## config.mk

```make
export PLATFORM = sky130hd
export DESIGN_NAME = ftm_top
export DESIGN_NICKNAME = d
export VERILOG_FILES = /design/src/hw/ftm_pkg.sv /design/src/hw/ftm_top.sv /design/src/hw/ftm_pipe.sv /design/src/hw/ftm_ram.sv
export SDC_FILE = /design/constraint.sdc
export NUM_CORES = 1
export LEC_CHECK = 0
export BUFFER_PORTS_ARGS = -buffer_cell sky130_fd_sc_hd__buf_2
export CAP_MARGIN = 20
export CORE_MARGIN = 5
export CORE_UTILIZATION = 49
export CTS_BUF_LIST = sky130_fd_sc_hd__clkbuf_2 sky130_fd_sc_hd__clkbuf_4 sky130_fd_sc_hd__clkbuf_8
export DETAILED_ROUTE_END_ITERATION = 10
export PLACE_DENSITY = 0.65
export SYNTH_ARGS = -nofsm -noshare
export SYNTH_HDL_FRONTEND = slang
export SYNTH_HIERARCHICAL = 1
export SYNTH_SLANG_ARGS = --single-unit
```

## constraint.sdc

```tcl
create_clock -name mclk_i -period 4.2 [get_ports mclk_i]
set_input_delay 0.21 -clock mclk_i [delete_from_list [all_inputs] [get_ports mclk_i]]
set_output_delay 0.21 -clock mclk_i [all_outputs]
set_load 0.02 [all_outputs]
```

## src/hw/ftm_pkg.sv

```systemverilog
// Behaviour
// - Mode pin sampled during reset fixes mode.
// - Pin high at reset selects fall-through mode.
// - Fall-through: output-valid and input-space flags used.
// - First word appears after three edges, unrequested.
// - Pin low at reset selects standard mode.
// - Standard: no-words and no-space flags used.
// - Standard: no-words clears two edges after write.
// - Full shows no space and blocks writes.
// - Read request ignored while FIFO empty.
// - Valid flag three stages, space flag two.
package ftm_pkg;

   // ********************************************************************
   // Sizes
   // ********************************************************************
   localparam int DATA_W = 18;
   localparam int DEPTH  = 16;
   localparam int PTR_W  = 4;
   localparam int CNT_W  = 5;
   localparam logic [CNT_W-1:0] DEPTH_CNT = 5'h10;

   // ********************************************************************
   // Flag pipeline depths
   // ********************************************************************
   // The fall-through valid register itself is the third stage.
   localparam int AVAIL_STAGES = 2;
   localparam int SPACE_STAGES = 2;

   // ********************************************************************
   // Register map
   // ********************************************************************
   localparam int ADDR_W  = 4;
   localparam int REG_W   = 32;
   localparam logic [ADDR_W-1:0] ADDR_STATUS = 4'h0;
   localparam logic [ADDR_W-1:0] ADDR_MASK   = 4'h4;
   localparam logic [ADDR_W-1:0] ADDR_STATE  = 4'h8;

   localparam int EV_W        = 4;
   localparam int EV_WR_BLOCK = 0;
   localparam int EV_RD_IGN   = 1;
   localparam int EV_FULL     = 2;
   localparam int EV_AVAIL    = 3;
   localparam logic [EV_W-1:0] STATUS_RST = 4'h0;
   localparam logic [EV_W-1:0] MASK_RST   = 4'h0;

   localparam int STATE_MODE_POS  = 0;
   localparam int STATE_FLAGS_POS = 1;
   localparam int STATE_CNT_POS   = 5;
   localparam logic [DATA_W-1:0] DOUT_RST = 18'h00000;

   // ********************************************************************
   // Types
   // ********************************************************************
   typedef enum logic [1:0] {
      FTM_MODE_STD  = 2'b01,
      FTM_MODE_FIRST_WORD_FALL_THROUGH = 2'b10
   } ftm_mode_t;

   typedef struct packed {
      logic output_valid;
      logic input_space_flag;
      logic no_words_flag;
      logic no_space_flag;
   } ftm_flags_t;

endpackage

```

## src/hw/ftm_top.sv

```systemverilog
// Chosen here: the address map and the plain strobed port.
`timescale 1ns/1ps
module ftm_top (
   input  wire logic                          mclk_i,
   input  wire logic                          rstn_i,
   input  wire logic                          mode_select_serial_in_i,
   input  wire logic                          wr_en_i,
   input  wire logic [ftm_pkg::DATA_W-1:0]    wr_data_i,
   input  wire logic                          rd_en_i,
   output logic      [ftm_pkg::DATA_W-1:0]    data_out_bus_o,
   output ftm_pkg::ftm_flags_t                flags_o,
   input  wire logic [ftm_pkg::ADDR_W-1:0]    reg_addr_i,
   input  wire logic [ftm_pkg::REG_W-1:0]     reg_wdata_i,
   input  wire logic                          reg_wr_i,
   input  wire logic                          reg_rd_i,
   output logic      [ftm_pkg::REG_W-1:0]     reg_rdata_o,
   output logic                               irq_o
);

   // ********************************************************************
   // Mode capture
   // ********************************************************************
   // The synchroniser runs through reset so the pin level is settled
   // by the time it is captured; reset must last three cycles.
   logic                 msel_s1_q;
   logic                 msel_s2_q;
   ftm_pkg::ftm_mode_t   mode_q;
   logic                 first_word_fall_through;

   always_ff @(posedge mclk_i) begin
      msel_s1_q <= mode_select_serial_in_i;
      msel_s2_q <= msel_s1_q;
   end

   always_ff @(posedge mclk_i) begin
      if (!rstn_i) begin
         mode_q <= msel_s2_q ? ftm_pkg::FTM_MODE_FIRST_WORD_FALL_THROUGH
                             : ftm_pkg::FTM_MODE_STD;
      end
   end

   assign first_word_fall_through = (mode_q == ftm_pkg::FTM_MODE_FIRST_WORD_FALL_THROUGH);

   // ********************************************************************
   // Pointers and occupancy
   // ********************************************************************
   logic [ftm_pkg::PTR_W-1:0]  wptr_q;
   logic [ftm_pkg::PTR_W-1:0]  rptr_q;
   logic [ftm_pkg::CNT_W-1:0]  count_q;
   logic [ftm_pkg::CNT_W-1:0]  count_d;
   logic [ftm_pkg::DATA_W-1:0] ram_rdata;
   logic [ftm_pkg::DATA_W-1:0] dout_q;
   logic                       ov_q;
   logic                       mem_nonempty;
   logic                       full_core;
   logic                       avail_p;
   logic                       space_p;
   logic                       mem_vis;
   logic                       space_vis;
   logic                       wr_ok;
   logic                       std_rd;
   logic                       first_word_fall_through_load;
   logic                       pop;
   logic                       rd_ignored;

   assign mem_nonempty = (count_q != '0);
   // In fall-through mode the output register holds one extra word.
   assign full_core = (count_q == ftm_pkg::DEPTH_CNT) && (!first_word_fall_through || ov_q);

   ftm_pipe #(
      .STAGES  (ftm_pkg::AVAIL_STAGES),
      .RST_VAL (1'b0)
   ) u_avail_pipe (
      .mclk_i (mclk_i),
      // An empty store flushes the pipe so a refill waits the full latency.
      .rstn_i (rstn_i && mem_nonempty),
      .d_i    (mem_nonempty),
      .q_o    (avail_p)
   );

   ftm_pipe #(
      .STAGES  (ftm_pkg::SPACE_STAGES),
      .RST_VAL (1'b1)
   ) u_space_pipe (
      .mclk_i (mclk_i),
      .rstn_i (rstn_i),
      .d_i    (!full_core),
      .q_o    (space_p)
   );

   // Freshly written words show late; losing data shows at once.
   assign mem_vis   = avail_p && mem_nonempty;
   assign space_vis = space_p && !full_core;

   assign wr_ok     = wr_en_i && space_vis;
   assign std_rd    = !first_word_fall_through && rd_en_i && mem_vis;
   assign first_word_fall_through_load = first_word_fall_through && mem_vis && (!ov_q || rd_en_i);
   assign pop       = std_rd || first_word_fall_through_load;
   assign rd_ignored = rd_en_i && (first_word_fall_through ? !ov_q : !mem_vis);

   always_comb begin
      count_d = count_q;
      if (wr_ok && !pop) begin
         count_d = count_q + 5'h01;
      end else if (pop && !wr_ok) begin
         count_d = count_q - 5'h01;
      end
   end

   ftm_ram u_ram (
      .mclk_i  (mclk_i),
      .we_i    (wr_ok),
      .waddr_i (wptr_q),
      .wdata_i (wr_data_i),
      .raddr_i (rptr_q),
      .rdata_o (ram_rdata)
   );

   always_ff @(posedge mclk_i) begin
      if (!rstn_i) begin
         wptr_q  <= '0;
         rptr_q  <= '0;
         count_q <= '0;
      end else begin
         count_q <= count_d;
         if (wr_ok) begin
            wptr_q <= wptr_q + 4'h1;
         end
         if (pop) begin
            rptr_q <= rptr_q + 4'h1;
         end
      end
   end

   // ********************************************************************
   // Output register
   // ********************************************************************
   always_ff @(posedge mclk_i) begin
      if (!rstn_i) begin
         dout_q <= ftm_pkg::DOUT_RST;
         ov_q   <= 1'b0;
      end else begin
         if (pop) begin
            dout_q <= ram_rdata;
         end
         if (first_word_fall_through_load) begin
            ov_q <= 1'b1;
         end else if (first_word_fall_through && rd_en_i) begin
            ov_q <= 1'b0;
         end
      end
   end

   assign data_out_bus_o = dout_q;

   // Flags of the mode not selected are held low.
   assign flags_o.output_valid     = first_word_fall_through && ov_q;
   assign flags_o.input_space_flag = first_word_fall_through && space_vis;
   assign flags_o.no_words_flag    = !first_word_fall_through && !mem_vis;
   assign flags_o.no_space_flag    = !first_word_fall_through && !space_vis;

   // ********************************************************************
   // Events and registers
   // ********************************************************************
   logic [ftm_pkg::EV_W-1:0] status_q;
   logic [ftm_pkg::EV_W-1:0] mask_q;
   logic [ftm_pkg::EV_W-1:0] ev;
   logic [ftm_pkg::EV_W-1:0] clr;
   logic                     full_prev_q;
   logic                     vis_prev_q;
   logic                     vis_now;
   logic [ftm_pkg::REG_W-1:0] state_word;

   assign vis_now = first_word_fall_through ? ov_q : mem_vis;

   always_comb begin
      ev = '0;
      ev[ftm_pkg::EV_WR_BLOCK] = wr_en_i && !space_vis;
      ev[ftm_pkg::EV_RD_IGN]   = rd_ignored;
      ev[ftm_pkg::EV_FULL]     = full_core && !full_prev_q;
      ev[ftm_pkg::EV_AVAIL]    = vis_now && !vis_prev_q;
   end

   assign clr = (reg_wr_i && reg_addr_i == ftm_pkg::ADDR_STATUS)
                ? reg_wdata_i[ftm_pkg::EV_W-1:0] : '0;

   // A new event beats a simultaneous write-one-to-clear.
   always_ff @(posedge mclk_i) begin
      if (!rstn_i) begin
         status_q    <= ftm_pkg::STATUS_RST;
         full_prev_q <= 1'b0;
         vis_prev_q  <= 1'b0;
      end else begin
         status_q    <= (status_q & ~clr) | ev;
         full_prev_q <= full_core;
         vis_prev_q  <= vis_now;
      end
   end

   always_ff @(posedge mclk_i) begin
      if (!rstn_i) begin
         mask_q <= ftm_pkg::MASK_RST;
      end else if (reg_wr_i && reg_addr_i == ftm_pkg::ADDR_MASK) begin
         mask_q <= reg_wdata_i[ftm_pkg::EV_W-1:0];
      end
   end

   always_comb begin
      state_word = '0;
      state_word[ftm_pkg::STATE_MODE_POS] = first_word_fall_through;
      state_word[ftm_pkg::STATE_FLAGS_POS +: 4] = flags_o;
      state_word[ftm_pkg::STATE_CNT_POS +: ftm_pkg::CNT_W] = count_q;
   end

   always_ff @(posedge mclk_i) begin
      if (!rstn_i) begin
         reg_rdata_o <= '0;
      end else if (reg_rd_i) begin
         unique case (reg_addr_i)
            ftm_pkg::ADDR_STATUS: begin
               reg_rdata_o <= {28'h0000000, status_q};
            end
            ftm_pkg::ADDR_MASK: begin
               reg_rdata_o <= {28'h0000000, mask_q};
            end
            ftm_pkg::ADDR_STATE: begin
               reg_rdata_o <= state_word;
            end
            default: begin
               reg_rdata_o <= '0;
            end
         endcase
      end else begin
         reg_rdata_o <= '0;
      end
   end

   assign irq_o = |(status_q & mask_q);
endmodule

```

## src/hw/ftm_pipe.sv

```systemverilog
`timescale 1ns/1ps
module ftm_pipe #(
   parameter int   STAGES  = 2,
   parameter logic RST_VAL = 1'b0
) (
   input  wire logic mclk_i,
   input  wire logic rstn_i,
   input  wire logic d_i,
   output logic      q_o
);

   logic [STAGES-1:0] sh_q;

   always_ff @(posedge mclk_i) begin
      if (!rstn_i) begin
         sh_q <= {STAGES{RST_VAL}};
      end else begin
         sh_q <= {sh_q[STAGES-2:0], d_i};
      end
   end

   assign q_o = sh_q[STAGES-1];

endmodule

```

## src/hw/ftm_ram.sv

```systemverilog
`timescale 1ns/1ps
module ftm_ram (
   input  wire logic                         mclk_i,
   input  wire logic                         we_i,
   input  wire logic [ftm_pkg::PTR_W-1:0]    waddr_i,
   input  wire logic [ftm_pkg::DATA_W-1:0]   wdata_i,
   input  wire logic [ftm_pkg::PTR_W-1:0]    raddr_i,
   output logic      [ftm_pkg::DATA_W-1:0]   rdata_o
);

   logic [ftm_pkg::DATA_W-1:0] mem_q [ftm_pkg::DEPTH];

   always_ff @(posedge mclk_i) begin
      if (we_i) begin
         mem_q[waddr_i] <= wdata_i;
      end
   end

   assign rdata_o = mem_q[raddr_i];

endmodule

```

==> impl_results.md, run 1 <==
- Outcome: finished clean
- CTS clock-pin slew for the worst setup and hold paths: around 0.070 ns
- Setup crit start kind: flop
- Root Buffer Master: clkbuf_8
- Vias/cell: ~5.6
- Syn_area_per_cell: 18.0 sq um
- Worst-margin pin slew: between 1 and 1.5 ns
- Reg-to-reg endpoint: count_q[4]
- Setup violations, final: 0
- ANT nets after route: 0
- CTS-repair resized insts: 0
- Critical path launch point: count_q[0]
- Cts hold-fix bufs: 33
- Worst-path fanout max: 10
- Compound-Gate Fraction of Synth Area: 0.0443
- Area Overhead vs Synth: 16.6%
- First-pass iteration count of the detailed router: 5
- Final net count: 964
- Max clock buf depth: 3
- Post-synth EDFFs: 290
- Post-synthesis mux area share: 0.135
- Slew headroom: 0.273
- Fin worst setup slack: about 0.96 ns
- Clock sink count: between 300 and 400
- Fill cells: 2019
- Die area: around 31000 sq um
- Row Count: 60
- WP data required: 4.71 ns
- IO Pins: 116
- Fin. max-slew vios: 0
- Wire per inst: 22.6 um
- Final Hold Viols: 0
- Starting DRT DRC Count: 545
- Crit Reg-Reg Startpoint: count_q[0]
- Max-cap violations: 0
- Setup TNS: 0 ns
- Post-Layout Cell Count: 1313
- Max Freq: approximately 310 MHz
- Post-synthesis cell type count: 55
- Predominant post-synthesis flop cell: edfxtp_1
- FF-to-FF path depth: 9
- Initial cell density of the core: 0.500
- Via Count: 7332
- Vias in the first global route: 7649
- Top-area cell type share of the netlist area: 0.643
- Synth Area in Simple Gates: 0.0534
- Share of the yosys chip area belonging to registers: 0.729
- ANT cells: 0
- Worst Setup EP: count_q[4]
- Clock period minus worst slack: approximately 3.2 ns
- Main combinational cell family by area after synthesis: multiplexers
- Cell Area, Synth: 13500 sq um
- Reg2Reg Setup Slack: 0.96 ns
- Top cells by area, synth: edfxtp_1 64%, dfxtp_1 8.6%, mux4_2 8.3%
- GRT Resource Usage Total: 0.191
- Mapped Cells: 752
- Aggregate routed wire length: 29700 um
- GRT overflow: 0
- Synth Register Bits: 348
- Core ar.: 27100 sq um
- Final worst-path cycle share: 0.771
- Clock skew: approximately 0.025 ns
- GPL Wtd Cong: 0.797
- Worst hold path type: input port to flop
- Die W: between 150 and 200 um
- Critical path class: flop to flop
- CTS H-tree lvls: 2
- Largest net degree at the start of global routing: 41
- Crit path capture type: flop
- CP arrival: 3.74 ns
- CTS tree: done
- Antenna violations before repair: 0
- Static leakage: 5.40 nW
- P per Cell Area: 487 nW/um^2
- Post-Synth Adder-Cell Area: 0.00702
- Most frequent cells in the layout: 290 x edfxtp_1, 74 x nand2_1, 65 x buf_2, 63 x clkbuf_8, 56 x dfxtp_1
- Async set-or-reset flop fraction in the synthesized netlist: 0
- Post-synth top area cell: edfxtp_1
- Worst skew pair latency: 0.59 ns
- Hold_ws: 0.117 ns
- Layout cell share with drive strength beyond 1: 0.276
- Die Y: between 150 and 200 um
- RSZ-0062 raised after global routing: false
- Detailed Place HPWL: 16300 um
- Placed Cells: 1179
- Post-synthesis xor/xnor area fraction: 0.00259
- VDD IR max: 0.000274 V
- Commonest non-fill, non-tap cell in the layout: edfxtp_1
- Number of I/O port buffers: 65
- Residual DRC: 0
- Yosys warns: 6
- First-pass GRT wire length: 44600 um
- Post-CTS Setup Inserts: 0
- CTS buffer count: 54
- Dpl ws: between 1 and 1.5 ns
[power breakdown]
part	internal [mW]	total (mW)	switching, mW
registers	3.89	3.99	0.105
clock network	1.63	2.90	1.27
logic	0.350	0.798	0.447
[flip-flops by register name (all words and copies together), names as in the netlist, 2 cells and up]
| signal | cells |
|---|---|
| count_q | 5 |
| data_out_bus_o | 18 |
| mask_q | 4 |
| mode_q | 2 |
| reg_rdata_o | 10 |
| rptr_q | 4 |
| status_q | 4 |
| u_avail_pipe/sh_q | 2 |
| u_ram/mem_q | 288 |
| u_space_pipe/sh_q | 2 |
| wptr_q | 4 |
[worst max-delay path, stage by stage, from the launching register on]
cell and delay (ns):
dfxtp_1 0.38, nor4_1 0.74, a31oi_1 0.51, ha_1 0.38, inv_1 0.16, ha_1 0.30, a21oi_1 0.20, a211oi_1 0.10
a31oi_1 0.19, mux2i_1 0.21
[layer usage]
metal	global-route usage	vias up	part of all wire
met5	0	-	0
met2	0.326	307	0.50
met3	0.0373	61	0.079
met1	0.251	3725	0.40
li1	-	3239	-
met4	0.0624	0	0.025
[Yosys cell counts, drive strengths merged (2+ instances only)]
cell	number
or3b	2
mux2i	8
nand2	74
nand3	8
nand3b	2
nor3	5
ha	6
edfxtp	290
mux2	4
a21oi	26
or3	3
a211oi	2
a21o	3
xnor2	3
a31oi	2
nor2b	4
and2	11
dfxtp	58
buf	42
clkinv	2
mux4	72
clkbuf	14
nor2	34
nand2b	7
a22oi	40
a21boi	2
o21ai	5
inv	4
[layout make-up]
type,count,area [sq um],area share
Clock buffer,85,1030,0.0654
Clock inverter,16,118,0.00745
Inverter,6,23.8,0.00151
Multi-Input combinational cell,363,3420,0.216
Sequential cell,348,9870,0.626
Tap cell,372,465,0.0295
Timing Repair Buffer,123,856,0.0542
[metrics by stage]
stage                     power (mW)   util  area [sq um]
final                           7.69  0.582         15800
after global routing            8.02  0.582         15800
after CTS                       7.76  0.582         15800
after detailed placement        4.84  0.528         14300
after global placement          4.79  0.528         14300
after floorplan                 4.60      -         13600
[kinds of logic (layout without fill, tap and decap cells)]
group / after synthesis / after routing
other: 1 / 22
XOR/XNOR: 4 / 4
AO/OA/AOI/OAI: 88 / 88
flip-flops: 348 / 348
multiplexers: 84 / 84
adder cells (fa/ha/maj): 7 / 7
buffers and inverters: 62 / 230
AND/OR/NAND/NOR: 158 / 158
[worst min-delay path by stage]
stage / start / end / slack, ns / depth (start not counted)
2_1_floorplan: mode_select_serial_in_i / msel_s1_q / 0.24 / 0
3_3_place_gp: mode_select_serial_in_i / msel_s1_q / 0.32 / 1
3_5_place_dp: msel_s1_q / msel_s2_q / 0.31 / 0
4_1_cts: reg_addr_i[2] / reg_rdata_o[0] / 0.05 / 4
5_1_grt: reg_addr_i[2] / reg_rdata_o[0] / 0.14 / 4
6_report: reg_addr_i[2] / reg_rdata_o[0] / 0.12 / 4
(Power assumes the default switching activity.)
==> run 2, diff against run 1 <==
clock period = 3 ns   (was 4.2 ns; I/O delays follow)
==> run 2 against run 1 <==
Net effect:
- global-route usage down 0.43 points
- critical path depth up 1
- maximum frequency rose by 22%
- total power up 39%
- cell count is 1.5% higher
- die area unchanged
- sequential share of layout area fell by 0.56 points
==> impl_results.md, run 2 (same netlist as run 1, synthesis figures left out) <==
- Outcome: finished clean
- First-pass iteration count of the detailed router: 7
- Final net count: 982
- Vias/cell: 5.52
- Core ar.: 27100 sq um
- Antenna violations before repair: 0
- Starting DRT DRC Count: slightly above 600
- Aggregate routed wire length: 28800 um
- First-pass GRT wire length: roughly 44000 um
- Worst Hold Launch: reg_addr_i[1]
- ANT nets after route: 0
- Final worst-path cycle share: 0.884
- Detailed Place HPWL: 17300 um
- Switching power: 2.57 mW
- Residual DRC: 0
- Setup crit start kind: flop
- Fin. max-slew vios: 0
- Met3 Use GR: 0.0332
- Layout cell share with drive strength beyond 1: 0.285
- Combinational share of power: 0.109
- Largest net degree at the start of global routing: 76
- Commonest non-fill, non-tap cell in the layout: edfxtp_1
- GRT overflow: 0
- VDD IR max: 0.000380 V
- Max Freq: around 380 MHz
- P per Cell Area: 673 nW/um^2
- Clock period minus worst slack: roughly 2.7 ns
- Static leakage: 5.48 nW
- Critical path launch point: count_q[0]
- Wire per inst: about 22 um
- Clk pwr share: 0.371
- CTS tree: done
- GR Layer Usage met1: 0.254
- Most frequent cells in the layout: 290 x edfxtp_1, 74 x nand2_1, 65 x buf_2, 59 x clkbuf_8, 56 x dfxtp_1
- Number of flip-flops under the largest register name: between 200 and 300
- Most flops, register: u_ram/mem_q
- Total power: between 10 and 15 mW
- Switching Share: 0.240
- Final Hold Viols: 0
- WP data required: 3.49 ns
- CP arrival: around 3.1 ns
- CTS buffer count: 55
- Slew headroom: 0.544
- Worst hold path type: input port to flop
- Area Overhead vs Synth: 17.6%
- Max-cap violations: 0
- Vias in the first global route: 7700
- Crit Reg-Reg Startpoint: count_q[0]
- GRT Resource Usage Total: 0.187
- CTS H-tree lvls: 2
- Post-Layout Cell Count: around 1300
- Worst-margin pin slew: between 0.6 and 0.7 ns
- RSZ-0062 raised after global routing: false
- Die Y: 176 um
- ANT cells: 0
- Initial cell density of the core: 0.500
- Root Buffer Master: clkbuf_8
- Design Area, Final: 15900 sq um
- Sequential power share: 0.520
- Hold_ws: between 0.06 and 0.07 ns
- CTS clock-pin slew for the worst setup and hold paths: 0.06 ns
- P_int: 8.14 mW
- Row Count: 60
- Die area: 31100 sq um
- Worst skew pair latency: 0.59 ns
- Setup violations, final: 0
- Die W: around 180 um
- Setup TNS: 0 ns
- Multi-input logic area: 3440 sq um
- Worst-path fanout max: 6
- Placed Cells: ~1200
- Number of I/O port buffers: 65
- Global Route met2 Usage: 0.313
- Clock skew: 0.0369 ns
- Fill cells: 1994
- Critical path class: flop to flop
- IO Pins: 116
- Post-Place Cell Area: between 10000 and 15000 sq um
- GPL Wtd Cong: slightly above 0.8
- Clock sink count: 348
- Reg2Reg Setup Slack: roughly 0.35 ns
- Grt peak-use layer: met2
- Storage cell area: just under 10000 sq um
- Crit path capture type: flop
- Max clock buf depth: 3
- Via Count: 7353
[run 2: changes by cell type in the layout (fill, tap and decap cells not counted), sizes merged]
cell         previous run  this run
buf                    90       109
bufinv                  1         2
clkbuf                 85        73
clkinv                 17        30
dlygate4sd3            33        31
inv                     4         5
[run 2: through the flow]
step	setup slack, ns	util
floorplan	-0.00316	-
global placement	0.423	0.535
detailed placement	0.376	0.535
CTS	0.367	0.588
global route	0.225	0.588
finish	0.347	0.588
[run 2: path summary, 6_finish.rpt]
path | cells past startpoint | to
setup / recovery | 10 | count_q[4]
hold / removal | 4 | reg_rdata_o[0]
setup reg to reg | 10 | count_q[4]
hold reg to reg | 0 | msel_s2_q
[run 2: repair_timing]
item	4_1_cts	5_1_grt
endpoints found under the setup margin	0	0
setup buffers	0	0
hold buffers	31	0
gates resized for setup	0	0
endpoints found under the hold margin	304	0
[run 2: cell type report]
| class | instances | area share |
|---|---|---|
| Clock buffer | 73 | 0.0576 |
| Clock inverter | 31 | 0.0127 |
| Inverter | 6 | 0.00149 |
| Multi-Input combinational cell | 363 | 0.216 |
| Sequential cell | 348 | 0.620 |
| Tap cell | 372 | 0.0292 |
| Timing Repair Buffer | 140 | 0.0630 |
[run 2: routing by layer]
metal  wire length, um  up-vias
met3              2250       49
li1                  -     3280
met1             11700     3727
met5                 0        -
met4               726        0
met2             14100      297
[run 2: power groups by stage]
stage,Clock [mW],Combinational [mW],Sequential [mW]
2_1_floorplan,0,0.800,5.65
4_1_cts,4.09,1.18,5.57
5_1_grt,4.32,1.29,5.59
3_5_place_dp,0,1.14,5.67
6_report,3.97,1.17,5.57
3_3_place_gp,0,1.09,5.65
[run 2: critical path, cell delays in order (launching register included)]
cell and delay [ns]:
dfxtp_1 0.37, or4_4 0.57, o221a_4 0.28, clkinv_2 0.05, ha_1 0.15, inv_1 0.11
ha_1 0.34, a21oi_1 0.20, a211oi_1 0.10, a31oi_1 0.21, mux2i_1 0.21
==> run 3, diff against run 2 <==
CELL_PAD_IN_SITES_DETAIL_PLACEMENT = 0   (was not set)
CELL_PAD_IN_SITES_GLOBAL_PLACEMENT = 1   (was not set)
PLACE_DENSITY = 0.73   (was 0.65)
==> run 3 against run 2 <==
Net effect:
- via count fell by 0.71%
- critical path depth did not move
- total power fell by 1.6%
- critical path type unchanged
==> impl_results.md, run 3 (same netlist as run 1, synthesis figures left out) <==
- Outcome: finished clean
- Wire per inst: 21.9 um
- Crit-path max cell delay: around 0.56 ns
- Post-CTS Setup Inserts: 0
- Fin worst setup slack: 0.396 ns
- Clock sink count: 348
- Wire length on met2: between 10000 and 15000 um
- IO Pins: 116
- GRT Resource Usage Total: 0.187
- Max-cap violations: 0
- Most flops, register: u_ram/mem_q
- Antenna violations before repair: 1
- Static leakage: 5.39 nW
- Die area: approximately 31000 sq um
- Detailed Place HPWL: 16700 um
- CTS-repair resized insts: 0
- Setup crit start kind: flop
- Most used cell, CP: ha_1
- CTS buffer count: 54
- Design Area, Final: 15800 sq um
- CP arrival: 3.11 ns
- Starting DRT DRC Count: 454
- Commonest non-fill, non-tap cell in the layout: edfxtp_1
- Worst-path fanout max: 6
- Wire length on met3: 2220 um
- Max clock buf depth: 3
- Crit path capture type: flop
- GPL Wtd Cong: between 0.7 and 0.8
- Clock skew: 0.0199 ns
- Root Buffer Master: clkbuf_8
- M1 WL: around 12000 um
- Crit-path leading delay family: compound AO/OA/AOI/OAI gates
- Slew headroom: 0.522
- GRT overflow: 0
- Initial cell density of the core: 0.500
- Worst skew pair latency: 0.58 ns
- Vias/cell: 5.55
- Final net count: 970
- Worst path cell trace: or4_4 -> o221a_4 -> clkinv_2 -> ha_1 -> inv_1 -> ha_1 -> a21oi_1 -> a211oi_1 -> a31oi_1 -> mux2i_1
- Hold_ws: 0.0442 ns
- CP Buf/Inv Count: 2
- CTS clock-pin slew for the worst setup and hold paths: 0.06 ns
- Number of flip-flops under the largest register name: 288
- Via Count: between 7000 and 8000
- Residual DRC: 0
- Placed Cells: 1189
- Clock period minus worst slack: 2.60 ns
- Worst hold path type: input port to flop
- P per Cell Area: 667 nW/um^2
- Row Count: 60
- Fin. max-slew vios: 0
- Aggregate routed wire length: 28800 um
- Top routing layer used: met4
- Cts hold-fix bufs: 29
- Setup violations, final: 0
- Post-Layout Cell Count: around 1300
- Area Overhead vs Synth: 16.6%
- First-pass GRT wire length: 44000 um
- Final worst-path cycle share: 0.868
- Number of I/O port buffers: between 60 and 70
- Post-Place Cell Area: 14500 sq um
- VDD IR max: 0.000312 V
- Die Y: roughly 180 um
- Fill cells: 2044
- CP max-delay cell: or4_4
- Final Hold Viols: 0
- Max Freq: approximately 380 MHz
- Largest net degree at the start of global routing: 67
- Worst-margin pin slew: 0.715 ns
- Core ar.: 27100 sq um
- RSZ-0062 raised after global routing: false
- Dpl ws: 0.419 ns
- CTS H-tree lvls: 2
- Layout cell share with drive strength beyond 1: 0.281
- Vias in the first global route: 7530
- ANT nets after route: 0
- Critical path class: flop to flop
- Die W: ~180 um
- CTS tree: done
- Most frequent cells in the layout: 290 x edfxtp_1, 74 x nand2_1, 65 x buf_2, 58 x clkbuf_8, 56 x dfxtp_1
- WP data required: 3.51 ns
- First-pass iteration count of the detailed router: 5
## run 3: metal layers
| metal | up-vias | GRT usage |
|---|---|---|
| met5 | - | 0 |
| met4 | 0 | 0.0569 |
| met3 | 56 | 0.0482 |
| met2 | 271 | 0.308 |
| met1 | 3723 | 0.248 |
| li1 | 3251 | - |
## run 3: metrics by stage
step           power, mW   util  TNS [ns]
3_5_place_dp        6.82  0.533         0
5_1_grt             11.0  0.583         0
4_1_cts             10.6  0.583         0
3_3_place_gp        6.76  0.533         0
2_1_floorplan       6.45      -    -0.171
6_report            10.5  0.583         0
## run 3: final timing paths
| kind | depth (start not counted) | slack (ns) | to | startpoint |
|---|---|---|---|---|
| worst min register to register | 0 | 0.34 | msel_s2_q | msel_s1_q |
| worst max-delay path | 10 | 0.40 | count_q[4] | count_q[0] |
| worst min-delay path | 4 | 0.04 | reg_rdata_o[0] | reg_addr_i[0] |
| worst max register to register | 10 | 0.40 | count_q[4] | count_q[0] |
## run 3: layout make-up
class                      instances  area, sq um  share of cell area
inverter                           6         23.8             0.00150
multi-input combinational        363         3440               0.218
timing repair buffer             129          941              0.0596
sequential                       348         9870               0.625
antenna                            1         2.50            0.000158
clock inverter                    14         70.1             0.00444
clock buffer                      82          978              0.0619
tap                              372          465              0.0295
## run 3: worst min-delay path, cell delays in order
cell     delay [ns]
buf_2          0.10
nor4b_1        0.07
a22oi_1        0.18
nor2_1         0.05
## run 3: power by group
group	total (mW)	switching [mW]	internal, mW
registers	5.59	0.145	5.44
clock network	3.80	1.72	2.07
logic	1.15	0.620	0.533
total	10.5	2.49	8.05
